<file path="src/fstop_pkg.sv">
package fstop_pkg;

    localparam int unsigned SPEED_W   = 16;
    localparam int unsigned DELAY_W   = 16;
    localparam int unsigned RAMP_W    = 16;
    localparam int unsigned COMP_W    = 16;

    // Speeds in r/min, signed two's complement
    localparam logic [SPEED_W-1:0] ZERO_SPEED_DEFAULT = 16'h0032;  // 50 r/min
    localparam logic [SPEED_W-1:0] ZERO_SPEED_HYST    = 16'h0014;  // 20 r/min

    // Shut-off delay and ramp settings count in 1 ms ticks
    localparam int unsigned CLK_HZ        = 50000000;
    localparam int unsigned TICK_US       = 1000;
    localparam int unsigned TICK_CYCLES   = CLK_HZ / 1000000 * TICK_US;

    localparam logic [7:0] WARN_NONE        = 8'h00;
    localparam logic [7:0] WARN_FORCED_STOP = 8'hE6;

    typedef enum logic [2:0] {
        ST_RUN      = 3'b000,
        ST_RAMP     = 3'b001,
        ST_COMP     = 3'b011,
        ST_DELAY    = 3'b010,
        ST_OFF      = 3'b110
    } seq_state_e;

    typedef struct packed {
        logic [RAMP_W-1:0]  stopDecelTimeConstant;
        logic [SPEED_W-1:0] zeroSpeedThreshold;
        logic [DELAY_W-1:0] shutoffDelayTime;
        logic [COMP_W-1:0]  freefallCompAmount;
        logic               shutoffDelayEnable;
        logic               torqueMode;
    } stop_cfg_s;

    typedef struct packed {
        logic powerStageOn;
        logic dynamicBrakeOn;
        logic brakeInterlockOut;
        logic rampActive;
        logic compActive;
    } stop_drive_s;

endpackage : fstop_pkg

</file>
<file path="src/forced_stop_brake_sequencer.sv">
`timescale 1ns/10ps
module forced_stop_brake_sequencer (
    input  wire logic                         clk,
    input  wire logic                         rstn,
    // Stop causes and servo enable, raw pins
    input  wire logic                         forcedStopInput,
    input  wire logic                         alarmActive,
    input  wire logic                         linkBroken,
    input  wire logic                         driveEnable,
    // Settings
    input  wire fstop_pkg::stop_cfg_s         cfg,
    // Measured speed, same clock
    input  wire logic [fstop_pkg::SPEED_W-1:0] motorSpeed,
    // Outputs to power stage and controller
    output      fstop_pkg::stop_drive_s       drive,
    output      logic [fstop_pkg::RAMP_W-1:0]  rampTimeConstant,
    output      logic [fstop_pkg::COMP_W-1:0]  compTravel,
    output      logic                          zeroSpeedFlag,
    output      logic [7:0]                    forcedStopWarning
);
    import fstop_pkg::*;

    // Three-stage sync; a change counts when stages two and three agree
    logic [2:0] fsSync_reg;
    logic [2:0] alSync_reg;
    logic [2:0] lkSync_reg;
    logic [2:0] enSync_reg;
    logic       fsIn_reg, alIn_reg, lkIn_reg, enIn_reg;

    always_ff @(posedge clk or negedge rstn) begin
        if (!rstn) begin
            fsSync_reg <= 3'h7;
            alSync_reg <= 3'h0;
            lkSync_reg <= 3'h0;
            enSync_reg <= 3'h0;
        end else begin
            fsSync_reg <= {fsSync_reg[1:0], forcedStopInput};
            alSync_reg <= {alSync_reg[1:0], alarmActive};
            lkSync_reg <= {lkSync_reg[1:0], linkBroken};
            enSync_reg <= {enSync_reg[1:0], driveEnable};
        end
    end

    always_ff @(posedge clk or negedge rstn) begin
        if (!rstn) begin
            fsIn_reg <= 1'b1;
            alIn_reg <= 1'b0;
            lkIn_reg <= 1'b0;
            enIn_reg <= 1'b0;
        end else begin
            if (fsSync_reg[1] == fsSync_reg[2]) fsIn_reg <= fsSync_reg[2];
            if (alSync_reg[1] == alSync_reg[2]) alIn_reg <= alSync_reg[2];
            if (lkSync_reg[1] == lkSync_reg[2]) lkIn_reg <= lkSync_reg[2];
            if (enSync_reg[1] == enSync_reg[2]) enIn_reg <= enSync_reg[2];
        end
    end

    // Zero-speed detection with hysteresis
    wire [SPEED_W-1:0] speedMag   = motorSpeed[SPEED_W-1] ? SPEED_W'(-motorSpeed) : motorSpeed;
    wire [SPEED_W:0]   offLevel   = {1'b0, cfg.zeroSpeedThreshold} + {1'b0, ZERO_SPEED_HYST};
    wire               zsOn       = speedMag <= cfg.zeroSpeedThreshold;
    wire               zsOff      = {1'b0, speedMag} >= offLevel;
    logic zeroSpeed_reg;
    logic zeroSpeed_next;
    assign zeroSpeed_next = zsOn ? 1'b1 : (zsOff ? 1'b0 : zeroSpeed_reg);

    always_ff @(posedge clk or negedge rstn) begin
        if (!rstn) zeroSpeed_reg <= 1'b1;
        else       zeroSpeed_reg <= zeroSpeed_next;
    end
    assign zeroSpeedFlag = zeroSpeed_reg;

    // Stop causes
    wire decelCause = !fsIn_reg || lkIn_reg;
    wire anyCause   = decelCause || alIn_reg;
    wire useRamp    = decelCause && !alIn_reg && !cfg.torqueMode;
    wire compOk     = (cfg.freefallCompAmount != '0) && zeroSpeed_reg
                      && cfg.shutoffDelayEnable;

    // Millisecond tick, restarted on entry so a delay of N lasts N full ms
    seq_state_e         state_reg, state_next;
    logic [DELAY_W-1:0] delayCnt_reg, delayCnt_next;
    logic [15:0]        tickCnt_reg;
    wire                delayTiming = (state_reg == ST_COMP) || (state_reg == ST_DELAY);
    wire                tick        = (tickCnt_reg == 16'(TICK_CYCLES - 1));
    always_ff @(posedge clk or negedge rstn) begin
        if (!rstn)                     tickCnt_reg <= 16'h0000;
        else if (tick || !delayTiming) tickCnt_reg <= 16'h0000;
        else                           tickCnt_reg <= tickCnt_reg + 16'h0001;
    end

    always_comb begin
        state_next    = state_reg;
        delayCnt_next = delayCnt_reg;
        case (state_reg)
            ST_RUN: begin
                delayCnt_next = '0;
                if (anyCause) begin
                    // Servo off: never energise the stage just to run a delay
                    if (!enIn_reg)                 state_next = ST_OFF;
                    else if (useRamp && !zeroSpeed_reg) state_next = ST_RAMP;
                    else if (compOk)               state_next = ST_COMP;
                    else                           state_next = ST_DELAY;
                end
            end
            ST_RAMP: begin
                if (alIn_reg || cfg.torqueMode)    state_next = ST_DELAY;
                else if (zeroSpeed_reg)            state_next = ST_DELAY;
            end
            ST_COMP: begin
                // Lift runs inside the delay window, stage still energised
                if (tick) delayCnt_next = delayCnt_reg + 1'b1;
                if (delayCnt_reg >= cfg.shutoffDelayTime) state_next = ST_OFF;
            end
            ST_DELAY: begin
                if (!cfg.shutoffDelayEnable)       state_next = ST_OFF;
                else begin
                    if (tick) delayCnt_next = delayCnt_reg + 1'b1;
                    if (delayCnt_reg >= cfg.shutoffDelayTime) state_next = ST_OFF;
                end
            end
            ST_OFF: begin
                if (!anyCause && !enIn_reg)        state_next = ST_RUN;
            end
            default: state_next = ST_OFF;
        endcase
    end

    always_ff @(posedge clk or negedge rstn) begin
        if (!rstn) begin
            state_reg    <= ST_OFF;
            delayCnt_reg <= '0;
        end else begin
            state_reg    <= state_next;
            delayCnt_reg <= delayCnt_next;
        end
    end

    // Registered outputs; ST_OFF waits for enable low so a fresh enable edge restarts
    stop_drive_s drive_next;
    logic [7:0]  warn_next;
    logic        running;
    assign running = (state_next == ST_RUN) && enIn_reg;

    always_comb begin
        drive_next.powerStageOn      = (state_next != ST_OFF) && (state_next != ST_RUN || running);
        drive_next.dynamicBrakeOn    = (state_next == ST_OFF);
        drive_next.brakeInterlockOut = running;
        drive_next.rampActive        = (state_next == ST_RAMP);
        drive_next.compActive        = (state_next == ST_COMP);
        // Ramp keeps the warning even if the cause clears mid-ramp
        warn_next = ((state_next == ST_RAMP) || (decelCause && state_next != ST_RUN))
                    ? WARN_FORCED_STOP : WARN_NONE;
    end

    always_ff @(posedge clk or negedge rstn) begin
        if (!rstn) begin
            drive             <= '{powerStageOn: 1'b0, dynamicBrakeOn: 1'b1,
                                   brakeInterlockOut: 1'b0, rampActive: 1'b0,
                                   compActive: 1'b0};
            forcedStopWarning <= WARN_NONE;
            rampTimeConstant  <= '0;
            compTravel        <= '0;
        end else begin
            drive             <= drive_next;
            forcedStopWarning <= warn_next;
            rampTimeConstant  <= cfg.stopDecelTimeConstant;
            compTravel        <= drive_next.compActive ? cfg.freefallCompAmount : '0;
        end
    end

    a_ramp_torque: assert property (@(posedge clk) disable iff (!rstn)
        cfg.torqueMode |=> !drive.rampActive || $past(state_reg) == ST_RAMP)
        else $error("ramp active in torque mode");

    a_brake_first: assert property (@(posedge clk) disable iff (!rstn)
        $fell(drive.powerStageOn) |-> !drive.brakeInterlockOut)
        else $error("power cut before brake interlock dropped");

    a_cut_after_drop: assert property (@(posedge clk) disable iff (!rstn)
        ($fell(drive.powerStageOn) && $past(state_reg) != ST_RUN)
        |-> !$past(drive.brakeInterlockOut))
        else $error("interlock not dropped a cycle before power cut");

    a_zero_stop: assert property (@(posedge clk) disable iff (!rstn)
        (state_reg == ST_RAMP && zeroSpeed_reg && !alIn_reg && !cfg.torqueMode)
        |=> state_reg == ST_DELAY)
        else $error("ramp did not end at zero speed");

    a_off_holds: assert property (@(posedge clk) disable iff (!rstn)
        (state_reg == ST_OFF && anyCause) |=> state_reg == ST_OFF)
        else $error("left shut-off with cause present");

    a_warn_shown: assert property (@(posedge clk) disable iff (!rstn)
        drive.rampActive |-> forcedStopWarning == WARN_FORCED_STOP)
        else $error("warning missing during ramp");

    a_zs_set: assert property (@(posedge clk) disable iff (!rstn)
        zsOn |=> zeroSpeedFlag)
        else $error("zero speed flag not set");

    a_zs_hyst: assert property (@(posedge clk) disable iff (!rstn)
        (zeroSpeedFlag && !zsOff) |=> zeroSpeedFlag)
        else $error("zero speed flag cleared inside band");

    a_comp_gate: assert property (@(posedge clk) disable iff (!rstn)
        drive.compActive |-> cfg.shutoffDelayEnable && drive.powerStageOn)
        else $error("compensation without delay or power");

    a_link_stop: assert property (@(posedge clk) disable iff (!rstn)
        (state_reg == ST_RUN && lkIn_reg) |=> state_reg != ST_RUN)
        else $error("link break did not start stop");

    a_alarm_delay: assert property (@(posedge clk) disable iff (!rstn)
        (state_reg == ST_RUN && alIn_reg && enIn_reg && !compOk)
        |=> state_reg == ST_DELAY)
        else $error("alarm did not start delay");

endmodule : forced_stop_brake_sequencer

</file>
<file path="config.mk">
export PLATFORM = sky130hd
export DESIGN_NAME = forced_stop_brake_sequencer
export DESIGN_NICKNAME = d
export VERILOG_FILES = /design/src/fstop_pkg.sv /design/src/forced_stop_brake_sequencer.sv
export SDC_FILE = /design/constraint.sdc
export NUM_CORES = 1
export LEC_CHECK = 0
export BUFFER_PORTS_ARGS = -buffer_cell sky130_fd_sc_hd__buf_2
export CAP_MARGIN = 10
export CORE_ASPECT_RATIO = 1.2
export CORE_UTILIZATION = 25
export CTS_CLUSTER_SIZE = 40
export DETAILED_ROUTE_END_ITERATION = 8
export SLEW_MARGIN = 25
export SYNTH_ARGS = -nofsm -noshare
export SYNTH_HDL_FRONTEND = slang
export SYNTH_SLANG_ARGS = --single-unit
</file>
<file path="constraint.sdc">
create_clock -name clk -period 3.7 [get_ports clk]
set_input_delay 0.185 -clock clk [delete_from_list [all_inputs] [get_ports clk]]
set_output_delay 0.185 -clock clk [all_outputs]
set_load 0.1 [all_outputs]
</file>
==> reports/metrics.csv, run 1 <==
metric,value,unit
status,finished clean,
final setup vio count,0,
accumulated negative setup slack,0,ns
Root Buffer,clkbuf_16,
PwrDens,398,mW/mm²
library cells used by synthesis,53,
worst path required time,3.98,ns
CTS Buffer Depth,2,
average cell area after synthesis,9.84,µm²
gr busiest metal,met2,
Fin Hold WS,0.0648,ns
P_leak,3.10,nW
Async SR Flop Fraction,100,%
placed inst area,0.00608,mm²
TritonCTS clock tree,built,
CP Class,in -> reg,
DIE AREA,0.0212,mm²
# diodes,0,
DIE WIDTH,133,µm
critical path capture point type,register,
routing usage on met1,15.1,%
pre-CTS WS,0.474,ns
routed length per instance,13.6,µm
"Area growth, synth to finish",28.5,%
largest area contributor in the netlist,dfrtp_1,
cells after synthesis,525,
setup ws final,0.833,ns
Post CTS Setup Buffer Count,0,
Post-CTS Resized,0,
met2 Use GR,21.7,%
startpoint types,input pin,
largest net degree at the start of global routing,68,
"Remaining Overflow, GRT",0,
port bufs,130,
Max Cap Viol,0,
share of layout cells above drive strength 1,24.3,%
clock latency on the worst-skew pair,0.35,ns
CTS Buf Count,9,
GR Util met3,3.41,%
Yosys warning total,0,
Final Util,32.8,%
RSZ-0062 raised after global routing,no,
max_slew headroom,41.5,%
Slew @ Worst Pin,0.873,ns
DP Cell Count,906,
TritonRoute pass-1 iters,4,
synthesized area,0.00516,mm²
vias in the first global route,4251,
vias per cell,4.54,
Final nets,811,
die height,159,µm
f_max,0.349,GHz
clock sink count,90,
Final period util,77.5,%
routability cong.,0.894,
"count leader, synth",dfrtp_1,
Most used DFF post-synth,dfrtp_1,
HPWL Detailed,10100,µm
Slew Limit Fails,0,
Finished Layout Cells,943,
synth cell count leaders,"dfrtp_1 (82), ha_1 (50), inv_1 (48), xnor2_1 (36), nor2_1 (35)",
I/O pins,134,
register area share after synthesis,43.8,%
total power,2.64,mW
hold_buf cts,21,
first-pass GRT wire length,20900,µm
routed wire length,12900,µm
top cell type's share of synthesized area,39.7,%
Antenna Nets Post-Route,0,
Tot GR Track Use,12.6,%
H-tree depth,3,
core area,0.0203,mm²
CP arrival,3.14,ns
DRC Markers,0,
final hold vios,0,
Area contributors post-synth,"dfrtp_1 (40%), ha_1 (12%), xnor2_1 (6.1%), dfstp_2 (4.1%), inv_1 (3.5%)",
Yosys reg bits,90,
initial DRC count,176,
"CTS clk-pin slew, worst paths",0.07,ns
antenna violations before repair,2,
Final Cell Area,0.00664,mm²
min cycle time layout,2.87,ns
Hold Path Class,in -> reg,
Post-synth EDFFs,0,
FP Rows,57,
Initial Utilization,25.5,%
Max rail drop VDD,0.189,mV
clk_skew,0.00806,ns
vias,4277,
Worst Path Max Fanout,5,
-- cells by family (layout without fill, tap and decap cells) --
family          count (synthesis)  in the layout  share of synthesized area [%]
xor+xnor                       42             42                           7.12
fa+ha+maj                      54             54                           12.9
other cells                     1              3                         0.0726
buf+inv                        65            216                           5.52
simple gates                  185            185                           19.8
flops                          90             90                           43.8
compound gates                 88             88                           10.8
-- final cells by class --
| class | instances | area, µm² |
|---|---|---|
| Multi-Input combinational cell | 372 | 2650 |
| Clock inverter | 4 | 98.8 |
| Clock buffer | 12 | 246 |
| Sequential cell | 90 | 2260 |
| Inverter | 48 | 180 |
| Timing Repair Buffer | 152 | 871 |
| Fill cell | 2134 | 13600 |
| Tap cell | 265 | 332 |
-- routing by layer --
metal | vias up | routed length (µm)
li1 | 2137 | -
met1 | 1993 | 5530
met2 | 126 | 6310
met3 | 17 | 788
met4 | 4 | 205
met5 | - | 27
-- power breakdown --
part	internal (mW)	leakage [nW]	switching, mW
clock network	0.682	0.167	0.382
registers	1.03	1.15	0.0331
logic	0.171	1.78	0.345
total	1.88	3.10	0.760
-- worst paths after layout --
kind / slack, ns / to / start / cells past startpoint
max: 0.83 / zeroSpeedFlag$_DFFE_PN1P_ / motorSpeed[3] / 11
min: 0.06 / compTravel[0]$_DFF_PN0_ / cfg[2] / 2
max reg2reg: 1.20 / compTravel[2]$_DFF_PN0_ / delayCnt_reg[11]$_DFFE_PN0P_ / 6
min reg2reg: 0.35 / lkSync_reg[1]$_DFF_PN0_ / lkSync_reg[0]$_DFF_PN0_ / 0
max in group asynchronous: 2.32 / delayCnt_reg[7]$_DFFE_PN0P_ / rstn / 3
min in group asynchronous: 0.52 / rampTimeConstant[14]$_DFF_PN0_ / rstn / 2
-- critical path, cell delays in order --
cell and delay [ns]:
buf_2 0.13, or4_4 0.54, or3_4 0.38, o31ai_1 0.25, xnor2_1 0.13, ha_1 0.30
nand4_1 0.12, nor4_1 0.45, a21boi_0 0.24, a2111oi_0 0.09, a311o_1 0.32
-- cells in the final DEF, fill, tap and decap left out, drive strengths merged, types with 16 or more instances in the layout --
cell and n:
xnor2 36, ha 50, nand3 17, dfrtp 82, nor2b 16, buf 131
nor2 35, inv 49, a21oi 29, dlygate4sd3 21, o21ai 25, nand2 29
Note: power is estimated with default switching activity, not from simulation.
==> inputs of run 2 (changes only) <==
==> constraint.sdc (replaced) <==
create_clock -name clk -period 2.3 [get_ports clk]
set_input_delay 0.115 -clock clk [delete_from_list [all_inputs] [get_ports clk]]
set_output_delay 0.115 -clock clk [all_outputs]
set_load 0.1 [all_outputs]
==> run 2 against run 1 <==
The run now ends with setup timing left. Die area unchanged. Setup slack got worse by 1.1 ns. Wire length up 4.5%. Critical path type unchanged. Register-to-register slack got worse by 1.1 ns. Final cell count rose by 6.8%. Power increased by 55%. Final area rose by 8.1%. Critical endpoint unchanged. Largest cell class unchanged. Via count grew 5.8%.
==> reports/metrics.csv, run 2 (synthesis results as in run 1) <==
metric,value,unit,change
status,"complete, but fails checks",,
failing checks,setup timing,,
Final period util,111,%,
GR Util met3,3.18,%,-0.22 points
met2 Use GR,22.6,%,+0.93 points
DRC Markers,0,,unchanged
routed length per instance,13.4,µm,-2.1%
CTS Buf Count,9,,unchanged
first-pass GRT wire length,21700,µm,+3.8%
"CTS clk-pin slew, worst paths",0.07,ns,about the same
HPWL Detailed,10400,µm,+3.3%
combinational power share,23.0,%,+3.4 points
# diodes,0,,unchanged
RSZ-0062 raised after global routing,yes,,
port bufs,130,,unchanged
setup ws final,-0.254,ns,-1.09 ns
Initial Utilization,25.5,%,unchanged
routability cong.,0.898,,+0.43%
"Remaining Overflow, GRT",0,,unchanged
max_slew headroom,64.7,%,+23 points
Final nets,875,,+7.9%
Worst Path Max Fanout,4,,-1
P_leak,3.41,nW,+9.9%
PwrDens,572,mW/mm²,+44%
reg2reg setup slack,0.10,ns,-1.10 ns
CP arrival,2.83,ns,-0.31 ns
f_max,0.392,GHz,
final setup vio count,1,,+1
internal power,2.77,mW,+47%
vias per cell,4.49,,-0.97%
DIE WIDTH,133,µm,unchanged
Slew Limit Fails,0,,unchanged
vias,4523,,+5.8%
die height,159,µm,unchanged
H-tree depth,3,,unchanged
routed wire length,13400,µm,+4.5%
share of layout cells above drive strength 1,31.3,%,+6.9 points
clk_skew,0.00776,ns,-0.000295 ns
Antenna Nets Post-Route,0,,unchanged
routing usage on met1,15.7,%,+0.66 points
FP Rows,57,,unchanged
Hold Path Class,in -> reg,,
Psw,1.33,mW,+75%
"Area growth, synth to finish",38.8,%,
Tot GR Track Use,13.1,%,+0.49 points
worst path required time,2.58,ns,-1.40 ns
clock sink count,90,,unchanged
DIE AREA,0.0212,mm²,unchanged
clock latency on the worst-skew pair,0.35,ns,about the same
Root Buffer,clkbuf_16,,
Max rail drop VDD,0.338,mV,+78%
CP Class,in -> reg,,
core area,0.0203,mm²,unchanged
Max Cap Viol,0,,unchanged
antenna violations before repair,0,,-2
initial DRC count,137,,-22%
gr busiest metal,met2,,
startpoint types,input pin,,
CTS Buffer Depth,2,,unchanged
I/O pins,134,,unchanged
power share of the clock group,35.6,%,-4.7 points
final hold vios,0,,unchanged
critical path capture point type,register,,
Seq pwr share,41.5,%,+1.4 points
vias in the first global route,4404,,+3.6%
min cycle time layout,2.55,ns,
total power,4.10,mW,+55%
"most common cell after layout, fill and taps aside",buf_2,,
TritonRoute pass-1 iters,4,,unchanged
TritonCTS clock tree,built,,
largest net degree at the start of global routing,53,,-22%
Slew @ Worst Pin,0.524,ns,-0.349 ns
sw frac,32.5,%,+3.7 points
accumulated negative setup slack,-0.254,ns,-0.254 ns
"commonest non-fill, non-tap cells in the layout","buf_2 (129), dfrtp_1 (81), buf_4 (56), ha_1 (50), inv_1 (48)",,
## run 2: changes by cell type in the layout (fill, tap and decap cells not counted), sizes merged
cell and change:
clkinv +3, buf +55, bufinv -3, clkbuf -3
inv +3, dlygate4sd3 +9
## run 2: worst paths after layout
| check | start | to | cells past startpoint |
|---|---|---|---|
| max | motorSpeed[3] | zeroSpeedFlag$_DFFE_PN1P_ | 13 |
| min | cfg[12] | compTravel[10]$_DFF_PN0_ | 2 |
| max reg2reg | delayCnt_reg[5]$_DFFE_PN0P_ | compTravel[4]$_DFF_PN0_ | 8 |
| min reg2reg | enSync_reg[0]$_DFF_PN0_ | enSync_reg[1]$_DFF_PN0_ | 0 |
| max in group asynchronous | rstn | zeroSpeedFlag$_DFFE_PN1P_ | 3 |
| min in group asynchronous | rstn | delayCnt_reg[2]$_DFFE_PN0P_ | 2 |
## run 2: per-stage QoR
step / hold slack [ns] / cells / utilization (%) / instance area [µm²] / setup WS, ns
3_3_place_gp: 0.133 / 953 / 31.8 / 6450 / -0.622
5_1_grt: 0.0201 / 1007 / 35.4 / 7170 / -0.329
4_1_cts: 0.00228 / 1003 / 35.0 / 7100 / -0.257
6_report: 0.0200 / 1007 / 35.4 / 7170 / -0.254
2_1_floorplan: -0.181 / 527 / - / 5190 / -0.318
3_5_place_dp: 0.134 / 953 / 31.8 / 6450 / -0.726
## run 2: power groups by stage
stage	Sequential (mW)	Combinational, mW	Clock, mW
after floorplan	1.88	0.414	0
after global placement	1.73	0.864	0
after detailed placement	1.73	0.867	0
after global routing	1.71	1.03	1.58
final	1.70	0.941	1.46
after CTS	1.70	0.926	1.51
## run 2: layout make-up
cell class	instances	area, µm²
well taps	265	332
flip-flops and latches	90	2260
fillers	2084	13100
multi-input cells	372	2710
repair buffers	216	1390
clock inverters	7	68.8
clock buffers	9	225
inverters	48	180
## run 2: what timing repair did
action / 4_1_cts / 5_1_grt
gates resized for setup: 6 / 9
buffers inserted: 4 / 4
hold buffers: 30 / 0
hold endpoints to repair: 60 / 0
setup endpoints to repair: 1 / 19
pin swaps: 3 / 4
## run 2: critical path, stage by stage
cell	delay [ns]
buf_2	0.10
or4_4	0.53
or3_4	0.39
o31ai_4	0.19
xnor2_1	0.13
buf_4	0.15
buf_4	0.12
ha_1	0.29
nand4_1	0.14
nor3_1	0.20
o31a_1	0.16
nor4_1	0.04
a311o_1	0.27
## run 2: per-layer routing
layer	part of all wire (%)	wire length, µm
met5	0	0
met3	4.2	558
met4	1.7	234
met1	44	5860
met2	50	6790
